[src/hw/pfc_pkg.sv]
// package for the parallel flash host-side bus controller
package pfc_pkg;
    localparam int CLK_PERIOD_NS = 10;
    localparam int ADDR_ACCESS_NS = 70;
    localparam int SELECT_ACCESS_NS = 70;
    localparam int RESET_PULSE_MIN_NS = 500;
    localparam int RESET_HIGH_TO_READ_NS = 50;
    localparam int READ_CYC =
        (SELECT_ACCESS_NS + CLK_PERIOD_NS - 1) / CLK_PERIOD_NS;
    localparam int RST_PULSE_CYC =
        (RESET_PULSE_MIN_NS + CLK_PERIOD_NS - 1) / CLK_PERIOD_NS;
    localparam int RST_RECOVER_CYC =
        (RESET_HIGH_TO_READ_NS + CLK_PERIOD_NS - 1) / CLK_PERIOD_NS;
    localparam int WRITE_CYC = 4;
    localparam int CNT_W = 8;
    localparam int ADDR_W = 22;

    typedef enum logic [3:0] {
        PFC_OP_READ = 4'h0,
        PFC_OP_WRITE = 4'h1,
        PFC_OP_RESET = 4'h2,
        PFC_OP_PROTECT = 4'h3,
        PFC_OP_UNPROTECT = 4'h4,
        PFC_OP_VERIFY = 4'h5,
        PFC_OP_ID = 4'h6
    } pfc_op_t;

    typedef struct packed {
        pfc_op_t op;
        logic [ADDR_W-1:0] addr;
        logic [7:0] data;
    } pfc_req_t;

    typedef struct packed {
        logic select_n;
        logic output_enable_n;
        logic write_enable_n;
        logic reset_n;
        logic oe_high_voltage;
        logic id_line_high_voltage;
        logic reset_high_voltage;
        logic accel_high_voltage;
    } pfc_ctl_t;

    typedef enum logic [5:0] {
        PFC_IDLE = 6'b000001,
        PFC_SETUP = 6'b000010,
        PFC_PULSE = 6'b000100,
        PFC_RESET = 6'b001000,
        PFC_RECOVER = 6'b010000,
        PFC_DONE = 6'b100000
    } pfc_state_t;
endpackage

[src/hw/pfc_host.sv]
// host controller driving the flash control, address and data pins
`timescale 1ns/1ps
module pfc_host
    import pfc_pkg::*;
#(
    parameter int PULSE_CYC = WRITE_CYC
) (
    input wire logic sys_clk_i, // system clock
    input wire logic rst_n_i, // async reset, active low
    input wire logic req_valid_i, // request strobe
    output logic req_ready_o, // controller idle
    input pfc_req_t req_i, // operation, address, data
    input wire logic temp_unprotect_i, // hold reset at high voltage except while a reset op drives reset low
    input wire logic accel_i, // hold accel pin at high voltage around plain writes
    output logic done_o, // one-cycle completion pulse
    output logic [7:0] rdata_o, // captured read data
    output pfc_ctl_t ctl_o, // flash control pins
    output logic [ADDR_W-1:0] addr_o, // flash address pins
    output logic [7:0] dq_o, // data out
    output logic dq_oe_n_o, // data drive enable, low drives
    input wire logic [7:0] dq_i, // data in
    input wire logic ready_busy_n_i // device ready, low busy
);
    //////////////////////////////////////////////////////////////////////
    // reset released through two flops
    logic rst_s1, rst_s2;
    always_ff @(posedge sys_clk_i or negedge rst_n_i) begin
        if (!rst_n_i) begin
            rst_s1 <= 1'b0;
            rst_s2 <= 1'b0;
        end else begin
            rst_s1 <= 1'b1;
            rst_s2 <= rst_s1;
        end
    end

    //////////////////////////////////////////////////////////////////////
    pfc_state_t state, next_state;
    pfc_req_t cur, next_cur;
    logic [CNT_W-1:0] cnt, next_cnt;
    logic [7:0] rdata, next_rdata;
    logic done, next_done;

    // counter load for a phase of n cycles
    function automatic logic [CNT_W-1:0] cyc(input int n);
        cyc = CNT_W'(n - 1);
    endfunction

    // ops that end with the device driving the data bus
    function automatic logic is_read_op(input pfc_op_t op);
        is_read_op = (op == PFC_OP_READ) || (op == PFC_OP_VERIFY) ||
            (op == PFC_OP_ID);
    endfunction

    // ops that pulse write enable with output enable at high voltage
    function automatic logic is_hv_write(input pfc_op_t op);
        is_hv_write = (op == PFC_OP_PROTECT) ||
            (op == PFC_OP_UNPROTECT);
    endfunction

    // ops that need the id address line at high voltage
    function automatic logic needs_id_hv(input pfc_op_t op);
        needs_id_hv = is_hv_write(op) || (op == PFC_OP_VERIFY) ||
            (op == PFC_OP_ID);
    endfunction

    // op codes that have a bus sequence behind them
    function automatic logic is_known_op(input pfc_op_t op);
        is_known_op = is_read_op(op) || is_hv_write(op) ||
            (op == PFC_OP_WRITE) || (op == PFC_OP_RESET);
    endfunction

    // address with the fixed mode bits of each high-voltage op
    function automatic logic [ADDR_W-1:0] mode_addr(
        input pfc_op_t op,
        input logic [ADDR_W-1:0] addr
    );
        mode_addr = addr;
        if (op == PFC_OP_PROTECT) begin
            mode_addr[6] = 1'b0;
        end else if (op == PFC_OP_UNPROTECT) begin
            mode_addr[6] = 1'b1;
        end else if (op == PFC_OP_VERIFY) begin
            mode_addr[1] = 1'b1;
            mode_addr[0] = 1'b0;
            mode_addr[6] = 1'b0;
        end else if (op == PFC_OP_ID) begin
            mode_addr[1] = 1'b0;
            mode_addr[6] = 1'b0;
        end
    endfunction

    always_comb begin
        next_state = state;
        next_cur = cur;
        next_cnt = cnt;
        next_rdata = rdata;
        next_done = 1'b0;
        case (state)
            PFC_IDLE: begin
                if (req_valid_i) begin
                    next_cur = req_i;
                    if (req_i.op == PFC_OP_RESET) begin
                        next_state = PFC_RESET;
                        next_cnt = cyc(RST_PULSE_CYC);
                    end else if (!is_known_op(req_i.op)) begin
                        // unknown ops finish at once with the control pins left idle
                        next_state = PFC_DONE;
                    end else begin
                        next_state = PFC_SETUP;
                        next_cnt = '0;
                    end
                end
            end
            PFC_SETUP: begin
                next_state = PFC_PULSE;
                if (is_read_op(cur.op)) begin
                    next_cnt = cyc(READ_CYC);
                end else begin
                    next_cnt = cyc(PULSE_CYC);
                end
            end
            PFC_PULSE: begin
                if (cnt == '0) begin
                    if (is_read_op(cur.op)) begin
                        next_rdata = dq_i;
                    end
                    next_state = PFC_DONE;
                end else begin
                    next_cnt = cnt - 1'b1;
                end
            end
            PFC_RESET: begin
                if (cnt == '0) begin
                    next_state = PFC_RECOVER;
                    next_cnt = cyc(RST_RECOVER_CYC);
                end else begin
                    next_cnt = cnt - 1'b1;
                end
            end
            PFC_RECOVER: begin
                // wait out recovery and any busy internal reset
                if (cnt != '0) begin
                    next_cnt = cnt - 1'b1;
                end else if (ready_busy_n_i) begin
                    next_state = PFC_DONE;
                end
            end
            PFC_DONE: begin
                next_done = 1'b1;
                next_state = PFC_IDLE;
            end
            default: next_state = PFC_IDLE;
        endcase
    end

    always_ff @(posedge sys_clk_i or negedge rst_s2) begin
        if (!rst_s2) begin
            state <= PFC_IDLE;
            cur <= '0;
            cnt <= '0;
            rdata <= '0;
            done <= 1'b0;
        end else begin
            state <= next_state;
            cur <= next_cur;
            cnt <= next_cnt;
            rdata <= next_rdata;
            done <= next_done;
        end
    end

    //////////////////////////////////////////////////////////////////////
    pfc_ctl_t next_ctl;
    logic [ADDR_W-1:0] next_addr;
    logic [7:0] next_dq;
    logic next_dq_oe_n;
    logic active, is_wr, is_rd, hv_wr;

    // pins are registered from state, one cycle behind it
    always_comb begin
        active = (state == PFC_PULSE);
        is_wr = (cur.op == PFC_OP_WRITE);
        hv_wr = is_hv_write(cur.op);
        is_rd = is_read_op(cur.op);
        next_ctl.select_n = !(state == PFC_SETUP || active);
        next_ctl.output_enable_n = !(active && is_rd);
        next_ctl.write_enable_n = !(active && (is_wr || hv_wr));
        next_ctl.reset_n = !(state == PFC_RESET);
        // oe and id line high voltage only while their own op runs
        next_ctl.oe_high_voltage = hv_wr && (state != PFC_IDLE);
        next_ctl.id_line_high_voltage = (state != PFC_IDLE) &&
            needs_id_hv(cur.op);
        next_ctl.reset_high_voltage = temp_unprotect_i &&
            (state != PFC_RESET);
        // accel level only around a plain write, never for reads
        next_ctl.accel_high_voltage = accel_i && is_wr &&
            (state == PFC_SETUP || active);
        next_addr = mode_addr(cur.op, cur.addr);
        next_dq = cur.data;
        // data driven from setup so it settles before write enable
        next_dq_oe_n = !((state == PFC_SETUP || active) && is_wr);
    end

    always_ff @(posedge sys_clk_i or negedge rst_s2) begin
        if (!rst_s2) begin
            ctl_o <= '{1'b1, 1'b1, 1'b1, 1'b1, 1'b0, 1'b0, 1'b0, 1'b0};
            addr_o <= '0;
            dq_o <= '0;
            dq_oe_n_o <= 1'b1;
        end else begin
            ctl_o <= next_ctl;
            addr_o <= next_addr;
            dq_o <= next_dq;
            dq_oe_n_o <= next_dq_oe_n;
        end
    end

    assign req_ready_o = (state == PFC_IDLE);
    assign done_o = done;
    assign rdata_o = rdata;
endmodule

[config.mk]
export PLATFORM = sky130hd
export DESIGN_NAME = pfc_host
export DESIGN_NICKNAME = d
export VERILOG_FILES = /design/src/hw/pfc_pkg.sv /design/src/hw/pfc_host.sv
export SDC_FILE = /design/constraint.sdc
export NUM_CORES = 1
export LEC_CHECK = 0
export BUFFER_PORTS_ARGS = -buffer_cell sky130_fd_sc_hd__buf_2
export CORE_ASPECT_RATIO = 1.5
export CORE_UTILIZATION = 56
export CTS_CLUSTER_SIZE = 12
export DETAILED_ROUTE_END_ITERATION = 10
export PLACE_DENSITY = 0.83
export SLEW_MARGIN = 40
export SYNTH_ARGS = -nofsm -noshare
export SYNTH_HDL_FRONTEND = slang
export SYNTH_SLANG_ARGS = --single-unit
[constraint.sdc]
create_clock -name sys_clk_i -period 4.5 [get_ports sys_clk_i]
set_input_delay 0.675 -clock sys_clk_i [delete_from_list [all_inputs] [get_ports sys_clk_i]]
set_output_delay 0.675 -clock sys_clk_i [all_outputs]
set_load 0.02 [all_outputs]
==> results of run 1 <==
## per-stage QoR
| stage | worst slack (ns) | instance area (um^2) | std cells | hold slack [ns] |
|---|---|---|---|---|
| floorplan | 1.58 | 3850 | 280 | 0.331 |
| global placement | 2.13 | 4380 | 441 | 0.327 |
| detailed placement | 2.10 | 4380 | 441 | 0.334 |
| CTS | 2.15 | 4550 | 457 | 0.0512 |
| global route | 1.96 | 4550 | 457 | 0.0514 |
| finish | 2.14 | 4550 | 457 | 0.0710 |
## placed cells by master (no fill, tap or decap), types with 2 or more instances in the layout
cell type	count
dfstp_2	6
dfrtp_1	91
mux2_2	43
a211oi_1	4
nand4b_1	2
nor2b_1	2
nor2_1	12
ha_1	2
clkinvlp_4	2
a21oi_1	4
mux2_4	5
o21ai_0	16
a31oi_1	2
o211ai_1	3
buf_2	96
or2_2	3
nand2b_1	2
nor4b_1	3
clkbuf_1	4
and4b_1	2
xnor2_1	3
nand4_1	2
nor3_1	3
clkbuf_8	10
nand3_1	5
xor2_1	2
nand2_1	9
buf_4	2
nor2_2	2
inv_1	10
and2_1	2
## synthesized netlist by cell type (3+ instances only)
library cell,count
dfrtp_1,92
mux2_2,43
o21ai_0,16
nor2_1,12
inv_1,10
clkbuf_1,9
nand2_1,9
dfstp_2,6
mux2_4,5
nand3_1,5
a211oi_1,4
a21oi_1,4
nor3_1,3
nor4b_1,3
o211ai_1,3
or2_2,3
xnor2_1,3
## routing by layer
| metal | vias up | part of all wire, % | track usage (%) |
|---|---|---|---|
| met5 | - | 0 | 0 |
| met2 | 88 | 52 | 35.9 |
| met1 | 1243 | 40 | 25.2 |
| met4 | 0 | 3.0 | 10.6 |
| li1 | 1185 | - | - |
| met3 | 19 | 5.7 | 6.71 |
## how the worst min path moves through the flow
stage / from / endpoint / slack (ns) / depth (start not counted)
floorplan: rst_s1 / rst_s2 / 0.33 / 0
global placement: rst_s2 / next_dq[5] / 0.33 / 0
detailed placement: rst_s2 / next_dq[5] / 0.33 / 0
CTS: rst_n_i / rst_s2 / 0.05 / 1
global route: rst_n_i / rst_s2 / 0.05 / 1
finish: rst_n_i / rst_s2 / 0.07 / 1
## layout make-up
| class | count | area (um^2) |
|---|---|---|
| clock inverters | 2 | 15.0 |
| repair buffers | 98 | 495 |
| clock buffers | 14 | 153 |
| inverters | 10 | 37.5 |
| fillers | 470 | 2030 |
| multi-input cells | 159 | 1290 |
| well taps | 76 | 95.1 |
| flip-flops and latches | 98 | 2460 |
## power by group through the flow
| stage | clock network [uW] | logic [uW] | registers (uW) |
|---|---|---|---|
| floorplan | 0 | 660 | 1590 |
| global placement | 0 | 1140 | 1430 |
| detailed placement | 0 | 1160 | 1460 |
| CTS | 516 | 1160 | 1440 |
| global route | 546 | 1260 | 1480 |
| finish | 499 | 1150 | 1440 |
## flip-flops by register name, summed over array words and instances (netlist names)
| name | flops |
|---|---|
| addr_o | 22 |
| dq_o | 8 |
| next_dq | 8 |
| cnt | 8 |
| rdata_o | 8 |
| rst_s1 | 1 |
| ctl_o | 8 |
| state | 6 |
| rst_s2 | 1 |
| dq_oe_n_o | 1 |
| done_o | 1 |
| cur | 26 |
## logic make-up after synthesis
| family | Yosys count |
|---|---|
| flip-flops | 98 |
| AND/OR/NAND/NOR | 62 |
| multiplexers | 48 |
| AO/OA/AOI/OAI | 41 |
| buffers and inverters | 23 |
| XOR/XNOR | 5 |
| adder cells (fa/ha/maj) | 2 |
| other | 1 |
==> run metrics, run 1 <==
reg2reg end=cnt[2]; Setup Skew=0.00991 ns; first-pass GRT wire length=11900 um; Seq/Total Area, Yosys=63.9%; post-detail-place hpwl=5170 um; Final Slew Violations=0; unrepaired setup endpoints after global routing=false; Congestion Overflow GR=0; n_diodes=0; I/O Buffers=96; final WL=7120 um; Worst-path clk slew=0.09 ns; H-tree depth=3; total setup buffers inserted after CTS=0; Layout area overhead=18.1%; Crit Path Class=flip-flop to flip-flop; CTS sink cnt=98; R2R setup slack=2.14 ns; Net Sw Power=1150 uW; syn_nets=330; Ys Warns=0; Net Sw Frac=37.1%; Mapped Avg Cell Area=13.8 um^2; EDFF count, synth=0; CP bufs+invs=0; antenna-violating nets left=0; mux share of post-synthesis cell area=14.5%; die footprint=0.00722 mm^2; CP delay by family, top=simple AND/OR/NAND/NOR gates; xor and xnor area share after synthesis=1.14%; Crit Path Max Fanout=7; Total Routing Usage GR=21.6%; outcome=finished, final reports clean; reg-to-reg critical path startpoint=state[5]; number of global-route vias before repair=2566; worst slew pin tran=0.643 ns; slowest cell on the critical path=or4_4; total power draw=3090 uW; largest cells by area after synthesis=dfrtp_1 60%, mux2_2 13%, dfstp_2 4.1%; pwr/cell area=680 mW/mm^2; crit-path cells=or4_4 -> or2_4 -> a32oi_2 -> or2_1 -> mux2_4; WP data arrival=2.61 ns; nets=426; Reg power frac=46.6%; Wirelength per Cell=15.6 um; first drt pass iteration count=4; Period minus WS final=2.36 ns; core area=0.00658 mm^2; post-layout util=69.1%; I/O pins=97; main flop type after synthesis=dfrtp_1; Simple-Gate Fraction of Synth Area=9.81%; Clk pwr share=16.1%; Die Y=104 um; Pint=1940 uW; Synth top area share=59.8%; area leader, netlist=dfrtp_1; CTS root buf=clkbuf_8; vias=2535; Final GP Congestion=0.938; Crit path depth=5; Max Root-Sink Buffers=2; Async SR Flop Fraction=100%; Critical Path RT=4.75 ns; layout cells sized above 1=46.7%; largest family of logic cells by synthesized area=multiplexers; CTS Buf Count=9; R2R depth=5; post-cts hold buffer count=0; CP endpoint=cnt[2]; Clock Latency Late Sink=0.37 ns; CP endpoint kind=flip-flop; post-synthesis cell type count=55; setup violators final=0; final worst-path cycle share=52.5%; CTS tree=yes; Slew HR=57.1%; row cnt=36; Hold Path Class=input pin to asynchronous set/reset pin; Peak Freq=0.423 GHz; post-synthesis adder-cell area fraction=0.650%; delay of the slowest critical-path stage=0.57 ns; startpoint class of the critical path=flip-flop; compound-gate portion of the synthesized area=7.21%; #FFs+latches synth=98; VDD IR max=0.000438 V; Sum Neg Setup Slack=0 ns; largest net degree at the start of global routing=56; Max-Cap Viols=0; post-cts sizing count=0; via/cell ratio=5.55; combinational fraction of design power=37.3%; Netlist Area Pre-Place=0.00385 mm^2; Starting Density=58.6%; initial antenna violation count=0; First DRT Iteration DRCs=140; die width=69.7 um; Crit. Startpoint=state[5]; post-synthesis cell count=280; final hold vios=0; DRC errors left=0; LEAKAGE=0.00217 uW
(Power assumes the default switching activity.)
==> run 2: changes to the inputs <==
--- a/config.mk
+++ b/config.mk
@@ -7,10 +7,10 @@
 export LEC_CHECK = 0
 export BUFFER_PORTS_ARGS = -buffer_cell sky130_fd_sc_hd__buf_2
 export CORE_ASPECT_RATIO = 1.5
-export CORE_UTILIZATION = 56
+export CORE_UTILIZATION = 47
 export CTS_CLUSTER_SIZE = 12
 export DETAILED_ROUTE_END_ITERATION = 10
-export PLACE_DENSITY = 0.83
+export PLACE_DENSITY = 0.75
 export SLEW_MARGIN = 40
 export SYNTH_ARGS = -nofsm -noshare
 export SYNTH_HDL_FRONTEND = slang
==> constraint.sdc (replaced) <==
create_clock -name sys_clk_i -period 1.9 [get_ports sys_clk_i]
set_input_delay 0.285 -clock sys_clk_i [delete_from_list [all_inputs] [get_ports sys_clk_i]]
set_output_delay 0.285 -clock sys_clk_i [all_outputs]
set_load 0.02 [all_outputs]
==> run 2 against run 1 <==
Compared with the run above:
- the run now ends with negative setup slack left
- via count grew 6.8%
- die area grew 19%
- critical path type unchanged
- highest routed layer unchanged
- critical endpoint is now cnt[5]
- critical path depth grew 1
==> run metrics, run 2 (synthesis results as in run 1) <==
fin area=0.00512 mm^2; biggest registers after layout=cur (26), addr_o (22); CP endpoint kind=flip-flop; Die Y=113 um; max FFs per register=26; Worst-path clk slew=0.06 ns; post-detail-place hpwl=5750 um; Final Slew Violations=0; Hold Slack=0.151 ns; most frequent cells in the layout=95 x buf_2, 91 x dfrtp_1, 43 x mux2_2; antenna-violating nets left=0; Crit. Startpoint=state[5]; vias=2707; nets=471; CTS Buf Count=9; final worst-path cycle share=106%; crit-path cells=or4_4 -> or2_4 -> a32oi_2 -> or2_1 -> buf_12 -> mux2_4; Max Root-Sink Buffers=2; commonest non-fill, non-tap cell in the layout=buf_2; Placement Cell Area=0.00477 mm^2; reg2reg end=cnt[5]; CTS root buf=clkbuf_16; R2R depth=6; Peak Freq=0.495 GHz; H-tree depth=3; CTS sink cnt=98; n_diodes=0; First DRT Iteration DRCs=121; Clock Latency Late Sink=0.34 ns; Reg with most FFs=cur; I/O pins=97; first drt pass iteration count=4; Final GP Congestion=0.835; largest net degree at the start of global routing=63; slowest cell on the critical path=or4_4; Crit Path Max Fanout=6; die footprint=0.00857 mm^2; Hold Path Class=input pin to flip-flop; Max-Cap Viols=0; reg-to-reg critical path startpoint=state[5]; row cnt=40; first-pass GRT wire length=13100 um; I/O Buffers=96; delay of the slowest critical-path stage=0.54 ns; pwr/cell area=1660 mW/mm^2; unrepaired setup endpoints after global routing=true; Total Routing Usage GR=19.7%; DP Worst Slack=-0.117 ns; layout cells sized above 1=54.2%; Starting Density=48.4%; setup violators final=13; via/cell ratio=5.10; initial antenna violation count=0; Setup Skew=0.00869 ns; Congestion Overflow GR=0; startpoint class of the critical path=flip-flop; VDD IR max=0.00102 V; final WL=7780 um; die width=75.9 um; CP bufs+invs=1; Period minus WS final=2.02 ns; number of global-route vias before repair=2910; outcome=finished with violations; CTS tree=yes; CP delay by family, top=simple AND/OR/NAND/NOR gates; Crit path depth=6; Layout area overhead=33.0%; failing checks=negative setup slack; Final WS setup=-0.121 ns; R2R setup slack=-0.12 ns; Critical Path RT=2.12 ns; CP endpoint=cnt[5]; core area=0.00796 mm^2; Crit Path Class=flip-flop to flip-flop; LEAKAGE=0.00247 uW; Wirelength per Cell=14.6 um; final hold vios=0; WP data arrival=2.24 ns; post-layout util=64.4%; DRC errors left=0
run 2: how the worst min path moves through the flow:
| stage | from | to | slack (ns) | cells past startpoint |
|---|---|---|---|---|
| 3_3_place_gp | rst_n_i | rst_s1 | 0.07 | 1 |
| 6_report | req_i[33] | state[1] | 0.15 | 2 |
| 3_5_place_dp | rst_n_i | rst_s1 | 0.07 | 1 |
| 5_1_grt | accel_i | ctl_o[0] | 0.15 | 3 |
| 4_1_cts | req_i[33] | state[1] | 0.14 | 2 |
| 2_1_floorplan | rst_n_i | rst_s1 | -0.01 | 0 |
run 2: worst register-to-register path: cells and delay by family, from the launching register on:
kind | cells | cell delay (ns)
and+or+nand+nor | 3 | 0.96
buffers and inverters | 1 | 0.13
AOI/OAI and AO/OA | 1 | 0.15
DFF | 1 | 0.38
muxes | 1 | 0.29
run 2: layout make-up:
type	instances	area [um^2]
Timing Repair Buffer	143	878
Tap cell	105	131
Clock buffer	10	229
Multi-Input combinational cell	159	1330
Inverter	10	40.0
Clock inverter	6	48.8
Sequential cell	98	2460
Fill cell	613	2830
run 2: through the flow:
stage | std cells | power (uW) | TNS [ns]
2_1_floorplan | 280 | 5350 | -0.927
3_3_place_gp | 513 | 6670 | -0.619
3_5_place_dp | 513 | 6780 | -1.03
4_1_cts | 530 | 8550 | -0.935
5_1_grt | 531 | 9040 | -2.13
6_report | 531 | 8530 | -0.802
run 2: per-layer routing:
layer  vias up  wire (um)  global-route usage (%)
met5         -          0                       0
met4         0        276                    10.0
met3        25        471                    5.48
met2        89       4150                    36.0
met1      1314       2880                    20.7
li1       1279          -                       -
run 2: timing repair:
item	CTS	global route
buffers inserted	0	1
hold buffers	1	0
setup endpoints to repair	16	17
hold endpoints to repair	2	0
pin swaps	2	2
resized for setup	7	10
run 2: report_power, final:
part	switching (uW)	leakage, uW	internal, uW
clock	770	0.000131	903
sequential	362	0.00119	2920
combinational	1870	0.00114	1710
